[config.mk]
export PLATFORM = sky130hd
export DESIGN_NAME = lcd_dividers
export DESIGN_NICKNAME = d
export VERILOG_FILES = /design/src/inc/lcd_pkg.sv /design/src/inc/lcd_stage_if.sv /design/src/rtl/lcd_div_stage.sv /design/src/rtl/lcd_dividers.sv
export SDC_FILE = /design/constraint.sdc
export NUM_CORES = 1
export LEC_CHECK = 0
export BUFFER_PORTS_ARGS = -buffer_cell sky130_fd_sc_hd__buf_2
export CORE_ASPECT_RATIO = 2
export CORE_MARGIN = 1
export CORE_UTILIZATION = 66
export CTS_CLUSTER_DIAMETER = 100
export DETAILED_ROUTE_END_ITERATION = 8
export GPL_ROUTABILITY_DRIVEN = 0
export HOLD_SLACK_MARGIN = 0.03
export PLACE_DENSITY_LB_ADDON = 0.15
export SETUP_SLACK_MARGIN = 0.3
export SLEW_MARGIN = 30
export SYNTH_ARGS = -nofsm -noshare
export SYNTH_HDL_FRONTEND = slang
export SYNTH_SLANG_ARGS = --single-unit
[constraint.sdc]
create_clock -name i_core_clk -period 6.2 [get_ports i_core_clk]
set_clock_uncertainty 0.05 [all_clocks]
set_input_delay 1.55 -clock i_core_clk [delete_from_list [all_inputs] [get_ports i_core_clk]]
set_output_delay 1.55 -clock i_core_clk [all_outputs]
set_load 0.01 [all_outputs]
[src/inc/lcd_pkg.sv]
// Constants and types for the LVDS/CMOS channel divider block
package lcd_pkg;
    localparam int ADDR_W = 10;
    localparam int DATA_W = 8;

    localparam logic [9:0] OFF_CH2_S1  = 10'h199;
    localparam logic [9:0] OFF_CH2_PH  = 10'h19A;
    localparam logic [9:0] OFF_CH2_S2  = 10'h19B;
    localparam logic [9:0] OFF_CH2_CTL = 10'h19C;
    localparam logic [9:0] OFF_CH2_DCC = 10'h19D;
    localparam logic [9:0] OFF_CH3_S1  = 10'h19E;

    // Count registers: low count in upper nibble, high in lower
    localparam int LO_MSB = 7;
    localparam int LO_LSB = 4;
    localparam int HI_MSB = 3;
    localparam int HI_LSB = 0;

    // Phase offsets: stage 2 upper nibble, stage 1 lower nibble
    localparam int PH2_MSB = 7;
    localparam int PH2_LSB = 4;
    localparam int PH1_MSB = 3;
    localparam int PH1_LSB = 0;

    // Control register bits
    localparam int CTL_W      = 6;
    localparam int CTL_BYP2   = 5;
    localparam int CTL_BYP1   = 4;
    localparam int CTL_NOSYNC = 3;
    localparam int CTL_FORCE  = 2;
    localparam int CTL_START2 = 1;
    localparam int CTL_START1 = 0;
    localparam int DCC_OFF    = 0;

    localparam logic [7:0] RST_BYTE = 8'h00;
    localparam logic [5:0] RST_CTL  = 6'h00;
    localparam logic       RST_DCC  = 1'h0;

    typedef enum logic [3:0] {
        ST_OFF  = 4'h1,
        ST_WAIT = 4'h2,
        ST_HI   = 4'h4,
        ST_LO   = 4'h8
    } lcd_state_t;
endpackage

[src/inc/lcd_stage_if.sv]
// Configuration and clock signals between the top and one divider stage
interface lcd_stage_if;
    logic [3:0] lo_cnt;
    logic [3:0] hi_cnt;
    logic [3:0] phase;
    logic       bypass;
    logic       start_high;
    logic       hold;
    logic       in_lvl;
    logic       in_adv;
    logic       out_lvl;
    logic       out_adv;

    modport ctl (
        output lo_cnt, hi_cnt, phase, bypass, start_high, hold,
        output in_lvl, in_adv,
        input  out_lvl, out_adv
    );
    modport stg (
        input  lo_cnt, hi_cnt, phase, bypass, start_high, hold,
        input  in_lvl, in_adv,
        output out_lvl, out_adv
    );
endinterface

[src/rtl/lcd_div_stage.sv]
// One high/low count divider stage with phase offset and bypass
module lcd_div_stage (
    input  wire logic i_core_clk,
    input  wire logic i_sys_rst,
    lcd_stage_if.stg  s
);
    lcd_pkg::lcd_state_t st_q;
    lcd_pkg::lcd_state_t st_d;
    logic [3:0]          cnt_q;
    logic [3:0]          cnt_d;
    logic [3:0]          seen_q;
    logic [3:0]          seen_d;
    logic                lvl_q;
    logic                lvl_d;
    logic                adv_q;
    logic                adv_d;

    function automatic lcd_pkg::lcd_state_t lvl_state(input logic hi);
        return hi ? lcd_pkg::ST_HI : lcd_pkg::ST_LO;
    endfunction

    function automatic logic [3:0] lvl_count(input logic hi,
                                             input logic [3:0] h,
                                             input logic [3:0] l);
        return hi ? h : l;
    endfunction

    ////////////////////////////////////////////////////////////////////
    always_comb begin
        st_d   = st_q;
        cnt_d  = cnt_q;
        lvl_d  = lvl_q;
        seen_d = seen_q;
        if (s.bypass) begin
            // Counting logic parked while bypassed
            st_d  = lcd_pkg::ST_OFF; // RULE6 RULE7
            cnt_d = 4'h0;
        end else if (s.hold || st_q == lcd_pkg::ST_OFF) begin
            // Restart at phase offset with chosen start level
            lvl_d  = s.start_high; // RULE15 RULE11 RULE12
            seen_d = 4'h0;
            if (s.phase == 4'h0) begin
                st_d  = lvl_state(s.start_high);
                cnt_d = lvl_count(s.start_high, s.hi_cnt, s.lo_cnt);
            end else begin
                st_d  = lcd_pkg::ST_WAIT; // RULE5
                cnt_d = s.phase;
            end
        end else if (s.in_adv) begin
            case (st_q)
                lcd_pkg::ST_WAIT: begin
                    if (cnt_q == 4'h1) begin
                        st_d  = lvl_state(lvl_q);
                        cnt_d = lvl_count(lvl_q, s.hi_cnt, s.lo_cnt);
                    end else begin
                        cnt_d = cnt_q - 4'h1;
                    end
                end
                lcd_pkg::ST_HI: begin
                    if (cnt_q == 4'h0) begin
                        st_d   = lcd_pkg::ST_LO; // RULE2 RULE3 RULE4
                        cnt_d  = s.lo_cnt;
                        lvl_d  = 1'h0;
                        seen_d = 4'h0;
                    end else begin
                        cnt_d  = cnt_q - 4'h1;
                        seen_d = seen_q + 4'h1;
                    end
                end
                lcd_pkg::ST_LO: begin
                    if (cnt_q == 4'h0) begin
                        st_d   = lcd_pkg::ST_HI; // RULE1 RULE3 RULE4
                        cnt_d  = s.hi_cnt;
                        lvl_d  = 1'h1;
                        seen_d = 4'h0;
                    end else begin
                        cnt_d  = cnt_q - 4'h1;
                        seen_d = seen_q + 4'h1;
                    end
                end
                default: begin
                    st_d = lcd_pkg::ST_OFF;
                end
            endcase
        end
        adv_d = lvl_d & ~lvl_q;
    end

    always_ff @(posedge i_core_clk) begin
        if (i_sys_rst) begin
            st_q   <= lcd_pkg::ST_OFF;
            cnt_q  <= 4'h0;
            seen_q <= 4'h0;
            lvl_q  <= 1'h0;
            adv_q  <= 1'h0;
        end else begin
            st_q   <= st_d;
            cnt_q  <= cnt_d;
            seen_q <= seen_d;
            lvl_q  <= lvl_d;
            adv_q  <= adv_d;
        end
    end

    // Bypass routes the input clock straight through
    assign s.out_lvl = s.bypass ? s.in_lvl : lvl_q; // RULE6 RULE7
    assign s.out_adv = s.bypass ? s.in_adv : adv_q;

    ////////////////////////////////////////////////////////////////////
    property p_stg_hold;
        @(posedge i_core_clk) disable iff (i_sys_rst)
        s.hold && !s.bypass |=> lvl_q == $past(s.start_high);
    endproperty
    a_stg_hold: assert property (p_stg_hold) // RULE15
        else $error("stage did not restart at start level");

    property p_stg_off;
        @(posedge i_core_clk) disable iff (i_sys_rst)
        s.bypass ##1 s.bypass |-> st_q == lcd_pkg::ST_OFF && cnt_q == 4'h0;
    endproperty
    a_stg_off: assert property (p_stg_off) // RULE6
        else $error("bypassed stage kept counting");

    property p_stg_high_len;
        @(posedge i_core_clk) disable iff (i_sys_rst)
        !s.hold && !s.bypass && s.in_adv
            && st_q == lcd_pkg::ST_HI && st_d == lcd_pkg::ST_LO
            |-> seen_q == s.hi_cnt;
    endproperty
    a_stg_high_len: assert property (p_stg_high_len) // RULE2
        else $error("high phase length differs from count plus one");

    property p_stg_low_len;
        @(posedge i_core_clk) disable iff (i_sys_rst)
        !s.hold && !s.bypass && s.in_adv
            && st_q == lcd_pkg::ST_LO && st_d == lcd_pkg::ST_HI
            |-> seen_q == s.lo_cnt;
    endproperty
    a_stg_low_len: assert property (p_stg_low_len) // RULE1
        else $error("low phase length differs from count plus one");
endmodule

[src/rtl/lcd_dividers.sv]
// Channel 2 two-stage divider and channel 3 first stage with registers

// How it works
// RULE1: Stage one low time is field plus one
// RULE2: Stage one high time is field plus one
// RULE3: Stage two counts from its own register
// RULE4: Channel three stage one counts, reset zero
// RULE5: Four-bit phase offset per channel two stage
// RULE6: Stage two bypass passes input clock through
// RULE7: Stage one bypass passes input clock through
// RULE8: Sync mask zero obeys sync, one ignores
// RULE9: Forced-level bit sets output high or low
// RULE10: Software sets sync mask when forcing level
// RULE11: Stage two start polarity after sync
// RULE12: Stage one start polarity after sync
// RULE13: Duty correction enabled while disable bit zero
// RULE14: Stage two clocked by stage one output
// RULE15: Sync restarts counters at phase, start level
module lcd_dividers (
    input  wire logic       i_core_clk,
    input  wire logic       i_sys_rst,
    input  wire logic       i_dist_clk,
    input  wire logic       i_sync_n,
    input  wire logic [9:0] i_reg_addr,
    input  wire logic [7:0] i_reg_wdata,
    input  wire logic       i_reg_we,
    input  wire logic       i_reg_re,
    output logic      [7:0] o_reg_rdata,
    output logic            o_ch2_clk,
    output logic            o_ch3_stage1_clk,
    output logic            o_ch2_duty_fix_en
);
    logic [7:0] ch2_s1_q;
    logic [7:0] ch2_s1_d;
    logic [7:0] ch2_ph_q;
    logic [7:0] ch2_ph_d;
    logic [7:0] ch2_s2_q;
    logic [7:0] ch2_s2_d;
    logic [5:0] ctl_q;
    logic [5:0] ctl_d;
    logic       dcc_off_q;
    logic       dcc_off_d;
    logic [7:0] ch3_s1_q;
    logic [7:0] ch3_s1_d;
    logic [7:0] rdata_d;

    logic       sync_meta_q;
    logic       sync_q;
    logic       dclk_meta_q;
    logic       dclk_q;
    logic       dclk_prev_q;
    logic       dclk_rise;
    logic       ch2_forced;
    logic       ch2_clk_d;
    logic       ch3_clk_d;

    lcd_stage_if s1 ();
    lcd_stage_if s2 ();
    lcd_stage_if s3 ();

    function automatic logic [7:0] read_mux(
        input logic [9:0] a,
        input logic [7:0] r199,
        input logic [7:0] r19a,
        input logic [7:0] r19b,
        input logic [5:0] r19c,
        input logic       r19d,
        input logic [7:0] r19e
    );
        case (a)
            lcd_pkg::OFF_CH2_S1:  read_mux = r199;
            lcd_pkg::OFF_CH2_PH:  read_mux = r19a;
            lcd_pkg::OFF_CH2_S2:  read_mux = r19b;
            lcd_pkg::OFF_CH2_CTL: read_mux = {2'h0, r19c};
            lcd_pkg::OFF_CH2_DCC: read_mux = {7'h00, r19d};
            lcd_pkg::OFF_CH3_S1:  read_mux = r19e;
            default:              read_mux = 8'h00;
        endcase
    endfunction

    ////////////////////////////////////////////////////////////////////
    // Register file
    always_comb begin
        ch2_s1_d  = ch2_s1_q;
        ch2_ph_d  = ch2_ph_q;
        ch2_s2_d  = ch2_s2_q;
        ctl_d     = ctl_q;
        dcc_off_d = dcc_off_q;
        ch3_s1_d  = ch3_s1_q;
        if (i_reg_we) begin
            case (i_reg_addr)
                lcd_pkg::OFF_CH2_S1:  ch2_s1_d  = i_reg_wdata;
                lcd_pkg::OFF_CH2_PH:  ch2_ph_d  = i_reg_wdata;
                lcd_pkg::OFF_CH2_S2:  ch2_s2_d  = i_reg_wdata;
                lcd_pkg::OFF_CH2_CTL: ctl_d     = i_reg_wdata[5:0];
                lcd_pkg::OFF_CH2_DCC: dcc_off_d =
                    i_reg_wdata[lcd_pkg::DCC_OFF];
                lcd_pkg::OFF_CH3_S1:  ch3_s1_d  = i_reg_wdata;
                default: begin
                end
            endcase
        end
        rdata_d = o_reg_rdata;
        if (i_reg_re) begin
            rdata_d = read_mux(i_reg_addr, ch2_s1_q, ch2_ph_q, ch2_s2_q,
                               ctl_q, dcc_off_q, ch3_s1_q);
        end
    end

    always_ff @(posedge i_core_clk) begin
        if (i_sys_rst) begin
            ch2_s1_q    <= lcd_pkg::RST_BYTE;
            ch2_ph_q    <= lcd_pkg::RST_BYTE;
            ch2_s2_q    <= lcd_pkg::RST_BYTE;
            ctl_q       <= lcd_pkg::RST_CTL;
            dcc_off_q   <= lcd_pkg::RST_DCC;
            ch3_s1_q    <= lcd_pkg::RST_BYTE;
            o_reg_rdata <= 8'h00;
        end else begin
            ch2_s1_q    <= ch2_s1_d;
            ch2_ph_q    <= ch2_ph_d;
            ch2_s2_q    <= ch2_s2_d;
            ctl_q       <= ctl_d;
            dcc_off_q   <= dcc_off_d;
            ch3_s1_q    <= ch3_s1_d;
            o_reg_rdata <= rdata_d;
        end
    end

    ////////////////////////////////////////////////////////////////////
    // Pin synchronisers and distribution clock edge
    always_ff @(posedge i_core_clk) begin
        if (i_sys_rst) begin
            sync_meta_q <= 1'h0;
            sync_q      <= 1'h0;
            dclk_meta_q <= 1'h0;
            dclk_q      <= 1'h0;
            dclk_prev_q <= 1'h0;
        end else begin
            sync_meta_q <= ~i_sync_n;
            sync_q      <= sync_meta_q;
            dclk_meta_q <= i_dist_clk;
            dclk_q      <= dclk_meta_q;
            dclk_prev_q <= dclk_q;
        end
    end

    assign dclk_rise = dclk_q & ~dclk_prev_q;

    ////////////////////////////////////////////////////////////////////
    // Stage wiring
    assign s1.lo_cnt     = ch2_s1_q[lcd_pkg::LO_MSB:lcd_pkg::LO_LSB];
    assign s1.hi_cnt     = ch2_s1_q[lcd_pkg::HI_MSB:lcd_pkg::HI_LSB];
    assign s1.phase      = ch2_ph_q[lcd_pkg::PH1_MSB:lcd_pkg::PH1_LSB];
    assign s1.bypass     = ctl_q[lcd_pkg::CTL_BYP1]; // RULE7
    assign s1.start_high = ctl_q[lcd_pkg::CTL_START1]; // RULE12
    assign s1.hold       = sync_q & ~ctl_q[lcd_pkg::CTL_NOSYNC]; // RULE8
    assign s1.in_lvl     = dclk_q;
    assign s1.in_adv     = dclk_rise;

    assign s2.lo_cnt     = ch2_s2_q[lcd_pkg::LO_MSB:lcd_pkg::LO_LSB];
    assign s2.hi_cnt     = ch2_s2_q[lcd_pkg::HI_MSB:lcd_pkg::HI_LSB];
    assign s2.phase      = ch2_ph_q[lcd_pkg::PH2_MSB:lcd_pkg::PH2_LSB];
    assign s2.bypass     = ctl_q[lcd_pkg::CTL_BYP2]; // RULE6
    assign s2.start_high = ctl_q[lcd_pkg::CTL_START2]; // RULE11
    assign s2.hold       = s1.hold; // RULE8
    assign s2.in_lvl     = s1.out_lvl; // RULE14
    assign s2.in_adv     = s1.out_adv; // RULE14

    // Channel 3 first stage: only its counts are controllable here
    assign s3.lo_cnt     = ch3_s1_q[lcd_pkg::LO_MSB:lcd_pkg::LO_LSB];
    assign s3.hi_cnt     = ch3_s1_q[lcd_pkg::HI_MSB:lcd_pkg::HI_LSB];
    assign s3.phase      = 4'h0;
    assign s3.bypass     = 1'h0;
    assign s3.start_high = 1'h0;
    assign s3.hold       = sync_q;
    assign s3.in_lvl     = dclk_q;
    assign s3.in_adv     = dclk_rise;

    lcd_div_stage u_ch2_stage1 (
        .i_core_clk (i_core_clk),
        .i_sys_rst  (i_sys_rst),
        .s          (s1.stg)
    );

    lcd_div_stage u_ch2_stage2 (
        .i_core_clk (i_core_clk),
        .i_sys_rst  (i_sys_rst),
        .s          (s2.stg)
    );

    lcd_div_stage u_ch3_stage1 (
        .i_core_clk (i_core_clk),
        .i_sys_rst  (i_sys_rst),
        .s          (s3.stg)
    );

    ////////////////////////////////////////////////////////////////////
    // Outputs; forced level holds while sync is masked and asserted
    assign ch2_forced = sync_q & ctl_q[lcd_pkg::CTL_NOSYNC]; // RULE10

    always_comb begin
        ch2_clk_d = s2.out_lvl;
        if (ch2_forced) begin
            ch2_clk_d = ctl_q[lcd_pkg::CTL_FORCE]; // RULE9
        end
        ch3_clk_d = s3.out_lvl;
    end

    always_ff @(posedge i_core_clk) begin
        if (i_sys_rst) begin
            o_ch2_clk         <= 1'h0;
            o_ch3_stage1_clk  <= 1'h0;
            o_ch2_duty_fix_en <= 1'h1;
        end else begin
            o_ch2_clk         <= ch2_clk_d;
            o_ch3_stage1_clk  <= ch3_clk_d;
            o_ch2_duty_fix_en <= ~dcc_off_d; // RULE13
        end
    end

    ////////////////////////////////////////////////////////////////////
    property p_s1_write;
        @(posedge i_core_clk) disable iff (i_sys_rst)
        i_reg_we && i_reg_addr == lcd_pkg::OFF_CH2_S1
            |=> s1.lo_cnt == $past(i_reg_wdata[7:4])
                && s1.hi_cnt == $past(i_reg_wdata[3:0]);
    endproperty
    a_s1_write: assert property (p_s1_write) // RULE1
        else $error("stage one counts not taken from write");

    property p_dcc;
        @(posedge i_core_clk) disable iff (i_sys_rst)
        i_reg_we && i_reg_addr == lcd_pkg::OFF_CH2_DCC
            |=> o_ch2_duty_fix_en == !$past(i_reg_wdata[0]);
    endproperty
    a_dcc: assert property (p_dcc) // RULE13
        else $error("duty correction enable wrong after write");

    property p_force;
        @(posedge i_core_clk) disable iff (i_sys_rst)
        sync_q && ctl_q[lcd_pkg::CTL_NOSYNC]
            |=> o_ch2_clk == $past(ctl_q[lcd_pkg::CTL_FORCE]);
    endproperty
    a_force: assert property (p_force) // RULE9
        else $error("channel output not at forced level");

    property p_obey;
        @(posedge i_core_clk) disable iff (i_sys_rst)
        sync_q && !ctl_q[lcd_pkg::CTL_NOSYNC] && !ctl_q[lcd_pkg::CTL_BYP1]
            ##1 !ctl_q[lcd_pkg::CTL_BYP1]
            |-> s1.out_lvl == $past(ctl_q[lcd_pkg::CTL_START1]);
    endproperty
    a_obey: assert property (p_obey) // RULE8
        else $error("stage one did not obey sync");
endmodule

==> Word-level counts from Yosys, hierarchy flattened <==
Index checks and enable logic that the tools add are counted.
W data, S select, Z words.
{ "op_classes": {"add_sub_neg": 3, "eq_ne": 33, "muxes": 71, "n_bitwise": 10, "reduce_logical": 33} }
{ "op_table": {"columns": ["operator", "count"], "rows": [
  ["$mux W4", 44],
  ["$pmux W4 S3", 6],
  ["$eq A10 B9 Y1 const B", 6],
  ["$pmux W8 S6", 1],
  ["$ne A3 B1 Y1 const B", 9],
  ["$eq A4 B1 Y1 const B", 6],
  ["$logic_not A4 Y1", 5],
  ["$reduce_and A4 Y1", 5],
  ["$mux W1", 17],
  ["$reduce_and A2 Y1", 8],
  ["$eq A4 B2 Y1 const B", 3],
  ["$eq A4 B3 Y1 const B", 3],
  ["$eq A4 B4 Y1 const B", 3],
  ["$reduce_bool A4 Y1", 3],
  ["$sub A4 B1 Y4 const B", 3],
  ["$reduce_bool A2 Y1", 4],
  ["$ne A2 B1 Y1 const B", 3],
  ["$not A1 Y1", 6],
  ["$pmux W1 S2", 3],
  ["$reduce_or A2 Y1", 3],
  ["$reduce_and A5 Y1", 1],
  ["$and A1 B1 Y1", 4],
  ["$logic_or A1 B1 Y1", 3],
  ["$reduce_bool A3 Y1", 1]
]} }
{ "totals": {"ff_bits": 83, "input_bits": 24, "out_inout_bits": 11, "elab_cells": 176} }

==> Logic depth before layout (Yosys ltp) <==
{ "depth": {"word_depth": 7, "ltp_mapped": 8, "depth_no_buf": 7} }

==> Cells and area by module <==
Synthesis repeated with hierarchy kept, for this count alone.
{ "unflattened": {"cells_unflattened": 594, "hier_area_um2": 5517.8} }
{ "by_module_without_submodules": {"columns": ["module", "instances", "cells_per_inst", "area_each_um2", "seq_area_each_um2"], "rows": [
  ["lcd_div_stage", 3, 116, 998.5, 200.2],
  ["lcd_dividers", 1, 246, 2522.4, 1101.1]
]} }

==> Least setup slack after synthesis <==
No wires, ideal clock.
{ "synth_timing": {"path_kind": "input -> register", "start": "input port i_reg_addr[9]", "end": "register ctl_q[1]", "setup_time_ps": 128, "arrival_ps": 2922, "t_required_ps": 6022, "setup_slack_ps": 3101, "stages": 5, "path_buffers": 0, "path_cell_list": "and4bb_1 -> nand4b_1 -> nor4_2 -> mux2i_1 -> nor2_1"} }
{ "synth_between": {"elab_chain_len": 2} }
{ "synth_rtl": {"columns": ["item", "line", "source"], "rows": [
  ["start: declaration", "lcd_dividers.sv:24", "input wire logic [9:0] i_reg_addr,"],
  ["$eq A10 B9 Y1", "lcd_dividers.sv:91", "case (i_reg_addr)"],
  ["$reduce_and A2 Y1 (no source line)", null, null],
  ["end signal: assignment", "lcd_dividers.sv:115", "ctl_q <= lcd_pkg::RST_CTL;"],
  ["end signal: assignment", "lcd_dividers.sv:123", "ctl_q <= ctl_d;"],
  ["end: declaration", "lcd_dividers.sv:39", "logic [5:0] ctl_q;"]
]} }
No other way between the ends.
A chain may end at the register's enable or synchronous reset.

==> Worst setup path in the final report <==
{ "layout_timing": {"start": "input port i_reg_addr[9]", "end": "register ctl_q[5]"} }
The elaborated chain is that of the path after synthesis.

==> report_table.html <==
<table>
<tr><th>Metric</th><th>Value</th></tr>
<tr><th colspan="2">Outcome</th></tr>
<tr><td>Run status</td><td>finished with violations</td></tr>
<tr><td>Failing checks</td><td>design-rule violations</td></tr>
<tr><th colspan="2">Power and ir drop</th></tr>
<tr><td>Total Power Consumption</td><td>around 1600 uW</td></tr>
<tr><td>Pint</td><td>1070 uW</td></tr>
<tr><td>Combinational group share of total power</td><td>between 30% and 40%</td></tr>
<tr><td>Worst IR drop on VDD</td><td>0.000192 V</td></tr>
<tr><td>Power density over cell area</td><td>between 300 and 400 nW/um^2</td></tr>
<tr><td>Static leakage power</td><td>between 0.002 and 0.0025 uW</td></tr>
<tr><td>Part of the power in the clock network</td><td>about 30%</td></tr>
<tr><td>Share of power burned in registers</td><td>roughly two fifths</td></tr>
<tr><td>Sw frac</td><td>a little over a third</td></tr>
<tr><td>Switching pwr</td><td>between 500 and 600 uW</td></tr>
<tr><th colspan="2">Drt</th></tr>
<tr><td>Met2 WL post-DR</td><td>between 7000 and 8000 um</td></tr>
<tr><td>Wire per inst</td><td>19.8 um</td></tr>
<tr><td>Vias per cell</td><td>6.77</td></tr>
<tr><td>Met3 wire length</td><td>a little over 500 um</td></tr>
<tr><td>First-pass iteration count of the detailed router</td><td>9</td></tr>
<tr><td>Detailed Route WL</td><td>13,200 um</td></tr>
<tr><td>First-iteration detailed-routing DRC count</td><td>328</td></tr>
<tr><td>Detailed-route wire length on metal 1</td><td>just under 5000 um</td></tr>
<tr><td>Via count</td><td>around 4,500</td></tr>
<tr><td>DRC violation count after routing</td><td>3</td></tr>
<tr><td>Antenna-violating nets left</td><td>0</td></tr>
<tr><td>Top layer reached by signal wires</td><td>met4</td></tr>
<tr><th colspan="2">GRT</th></tr>
<tr><td>GRT Residual Overflow</td><td>0</td></tr>
<tr><td>Largest net degree at the start of global routing</td><td>approximately 70</td></tr>
<tr><td>Global-route wire length before repair</td><td>20,600 um</td></tr>
<tr><td>Initial antenna violation count</td><td>0</td></tr>
<tr><td>Via count of the first global-routing pass</td><td>approximately 4,200</td></tr>
<tr><td>Overall track demand over capacity in global routing</td><td>around a third</td></tr>
<tr><th colspan="2">Cells and area</th></tr>
<tr><td>Final Net Count</td><td>600</td></tr>
<tr><td>Inserted Diodes</td><td>0</td></tr>
<tr><td>Share of layout cells above drive strength 1</td><td>between 10% and 20%</td></tr>
<tr><td>Area growth from synthesis to layout</td><td>7.48%</td></tr>
<tr><td>FILL cells</td><td>around 560</td></tr>
<tr><td>Post-layout instance area</td><td>between 5000 and 6000 sq um</td></tr>
<tr><th colspan="2">Logic synthesis</th></tr>
<tr><td>Netlist area before placement</td><td>between 4000 and 5000 sq um</td></tr>
<tr><td>Asr flop ratio synth</td><td>0%</td></tr>
<tr><td>EDFF count, synth</td><td>0</td></tr>
<tr><td>Syn nets</td><td>between 500 and 600</td></tr>
<tr><td>Main area contributors after synthesis</td><td>sky130_fd_sc_hd__dfxtp_1, sky130_fd_sc_hd__mux2i_1, sky130_fd_sc_hd__nor2_1, sky130_fd_sc_hd__a21oi_1, sky130_fd_sc_hd__clkbuf_1</td></tr>
<tr><td>Distinct cell type count of the synthesized netlist</td><td>75</td></tr>
<tr><td>Share of synthesized area occupied by flip-flops and latches</td><td>between 30 and 40%</td></tr>
<tr><td>Most frequently used flop master after synthesis</td><td>sky130_fd_sc_hd__dfxtp_1</td></tr>
<tr><td>Number of cells produced by synthesis</td><td>~570</td></tr>
<tr><td>Fraction of synthesized cell area taken by the top area cell type</td><td>between 30% and 40%</td></tr>
<tr><td>Cell type contributing the most total cell area after synthesis</td><td>sky130_fd_sc_hd__dfxtp_1</td></tr>
<tr><td>Yosys Warn Count</td><td>0</td></tr>
<tr><td>Total of flip-flops plus latches after synthesis</td><td>82</td></tr>
<tr><td>Avg Cell Area, Syn</td><td>just under 9 sq um</td></tr>
<tr><th colspan="2">Clocking</th></tr>
<tr><td>Root Buffer Master</td><td>sky130_fd_sc_hd__clkbuf_16</td></tr>
<tr><td>Number of hold buffers added after CTS</td><td>0</td></tr>
<tr><td>Clock Latency Late Sink</td><td>between 0.3 and 0.4 ns</td></tr>
<tr><td>Post-CTS resize count</td><td>0</td></tr>
<tr><td>Depth of the CTS H-tree</td><td>3</td></tr>
<tr><td>TritonCTS clock tree</td><td>yes</td></tr>
<tr><td>Number of clock sinks</td><td>82</td></tr>
<tr><td>Largest buffer count on any clock path</td><td>2</td></tr>
<tr><td># Post-CTS Setup Buffers</td><td>0</td></tr>
<tr><td>Clock slew at the register clock pins of the worst setup and hold paths</td><td>0.05 ns</td></tr>
<tr><td>Total clock buffers created by CTS</td><td>9</td></tr>
<tr><th colspan="2">Placed design</th></tr>
<tr><td>DP Worst Slack</td><td>approximately 2.8 ns</td></tr>
<tr><td>Count of buffers inserted at the top-level ports</td><td>34</td></tr>
<tr><td>Cell area after placement</td><td>about 5000 sq um</td></tr>
<tr><td>Detailed placer's ending HPWL</td><td>just under 10,000 um</td></tr>
<tr><th colspan="2">STA</th></tr>
<tr><td>Setup repair after global routing missed its margin</td><td>false</td></tr>
<tr><td>Shortest clock period the worst path allows after layout</td><td>between 3 and 4 ns</td></tr>
<tr><td>Setup violation total in the final timing report</td><td>0</td></tr>
<tr><td>Setup tns final</td><td>0 ns</td></tr>
<tr><td>Slew of the pin with the lowest slew margin</td><td>0.889 ns</td></tr>
<tr><td>Max-slew headroom at the worst pin</td><td>40.2%</td></tr>
<tr><td>Final-layout worst hold slack</td><td>approximately 0.39 ns</td></tr>
<tr><td>Final worst path period share</td><td>50.5%</td></tr>
<tr><td>Final max-slew violation count</td><td>0</td></tr>
<tr><td>Number of hold violations in the final report</td><td>0</td></tr>
<tr><td>Max Freq</td><td>around 0.32 GHz</td></tr>
<tr><td>Final worst setup slack</td><td>3.07 ns</td></tr>
<tr><th colspan="2">Critical path</th></tr>
<tr><td>Nature of the critical path startpoint</td><td>primary input</td></tr>
<tr><td>Ordered list of cells on the worst path</td><td>buf_2 &gt; and4bb_1 &gt; nand4b_1 &gt; nor4_2 &gt; mux2i_1 &gt; nor2_1</td></tr>
<tr><td>Crit path capture type</td><td>flip-flop</td></tr>
<tr><td>Required time at the worst-slack endpoint</td><td>6.35 ns</td></tr>
<tr><td>Reg2Reg Capture Point</td><td>u_ch2_stage1.st_q[2]</td></tr>
<tr><td>R2R setup slack</td><td>approximately 3.6 ns</td></tr>
<tr><td>Destination of the critical timing path</td><td>ctl_q[5]</td></tr>
<tr><td>Data arrival, critical path</td><td>around 3.3 ns</td></tr>
<tr><td>Critical path class</td><td>primary input to flip-flop</td></tr>
<tr><td>Stage delay of the slowest cell on the critical path</td><td>0.80 ns</td></tr>
<tr><td>Slowest cell on the critical path</td><td>sky130_fd_sc_hd__nor4_2</td></tr>
<tr><td>Largest driver fanout on the critical path</td><td>6</td></tr>
<tr><td>Worst Reg-to-Reg Cells</td><td>7</td></tr>
<tr><td>Beginning of the worst register-to-register path</td><td>u_ch2_stage1.cnt_q[0]</td></tr>
<tr><td>Worst setup startpoint</td><td>i_reg_addr[9]</td></tr>
<tr><th colspan="2">Die</th></tr>
<tr><td>Num rows</td><td>44</td></tr>
<tr><td>Placeable core region</td><td>7210 sq um</td></tr>
<tr><td>Area of the die</td><td>between 7000 and 8000 sq um</td></tr>
<tr><td>Effective utilization at floorplan</td><td>between 60% and 70%</td></tr>
<tr><td>Floorplan die width</td><td>63.0 um</td></tr>
<tr><td>IO Pins</td><td>35</td></tr>
<tr><td>Die Ht</td><td>124 um</td></tr>
<tr><th colspan="2">Run</th></tr>
<tr><td>Max-capacitance violation count</td><td>0</td></tr>
<tr><th colspan="2">Worst hold path</th></tr>
<tr><td>Type of the worst min-delay path</td><td>flip-flop to flip-flop</td></tr>
</table>
[routing by layer]
layer | track usage, % | vias to the layer above
li1 | - | 2115
met1 | 33.5 | 2139
met2 | 64.3 | 184
met3 | 6.50 | 63
met4 | 25.9 | 0
met5 | 0 | -
[cells by family after synthesis]
logic type	count (synthesis)	share of synthesized area, %
simple gates	199	21.8
xor+xnor	7	1.25
fa+ha+maj	8	2.04
flops	82	33.4
compound gates	139	21.0
mux	74	15.3
buf+inv	58	5.21
[critical path, delay by kind of cell]
kind / cells / cell delay, ns
multiplexers: 1 / 0.28
buffers and inverters: 1 / 0.09
AND/OR/NAND/NOR: 4 / 1.36
[cell usage in the layout, fill, tap and decap left out, drive strengths merged, types with 9 or more instances in the layout]
cell type,synthesis,final
buf,13,35
nor2,68,68
nor2b,15,15
a21oi,34,34
nand3,10,10
o21ai,21,21
dfxtp,82,82
nor3,17,17
a221oi,9,9
mux2i,65,65
nand2,23,23
nor4,9,9
clkbuf,32,15
mux2,9,9
inv,13,13
[synth_stat cells, types with 8 or more instances]
cell type and count:
sky130_fd_sc_hd__dfxtp_1 82, sky130_fd_sc_hd__a221oi_1 9, sky130_fd_sc_hd__a21oi_1 34, sky130_fd_sc_hd__o21ai_0 19, sky130_fd_sc_hd__clkbuf_1 30, sky130_fd_sc_hd__nand2_1 23, sky130_fd_sc_hd__mux2_2 9, sky130_fd_sc_hd__nand3_1 10
sky130_fd_sc_hd__mux2i_1 65, sky130_fd_sc_hd__ha_1 8, sky130_fd_sc_hd__nor4_1 8, sky130_fd_sc_hd__nor2b_1 15, sky130_fd_sc_hd__nor3_1 16, sky130_fd_sc_hd__inv_1 13, sky130_fd_sc_hd__nor2_1 68
[power groups by stage]
stage	Combinational, uW	Clock [uW]	Sequential, uW
detailed placement	507	0	640
global route	559	525	637
CTS	510	505	628
finish	517	497	633
floorplan	454	0	597
global placement	493	0	637
[through the flow]
step / std cells / util [%]
global route: 665 / 73.3
global placement: 649 / 69.4
CTS: 665 / 73.2
detailed placement: 649 / 69.4
floorplan: 567 / -
finish: 665 / 73.3
[worst min-delay path by stage]
stage / start / end / slack [ns] / cells past startpoint
detailed placement: dclk_meta_q / dclk_q / 0.38 / 1
finish: dclk_meta_q / dclk_q / 0.39 / 1
global route: dclk_meta_q / dclk_q / 0.41 / 1
CTS: sync_meta_q / s3.hold / 0.40 / 1
global placement: sync_meta_q / s3.hold / 0.37 / 1
floorplan: dclk_meta_q / dclk_q / 0.36 / 1
[final cells by class]
class	instances	area [sq um]	share of cell area, %
Clock buffer	15	268	5.07
Clock inverter	1	8.76	0.166
Inverter	13	48.8	0.923
Multi-Input combinational cell	427	3030	57.3
Sequential cell	82	1640	31.1
Tap cell	92	115	2.18
Timing Repair Buffer	35	178	3.36
[registers in the layout (all words and copies together), names as in the netlist, 3 cells and up]
signal / flops
o_reg_rdata: 8
u_ch3_stage1.cnt_q: 4
ch2_s1_q: 8
u_ch3_stage1.st_q: 3
ch2_s2_q: 8
ctl_q: 6
ch3_s1_q: 8
ch2_ph_q: 8
u_ch2_stage2.st_q: 4
u_ch2_stage1.st_q: 4
u_ch2_stage2.cnt_q: 4
u_ch2_stage1.cnt_q: 4
No activity file was read; power rests on OpenSTA's default activity.
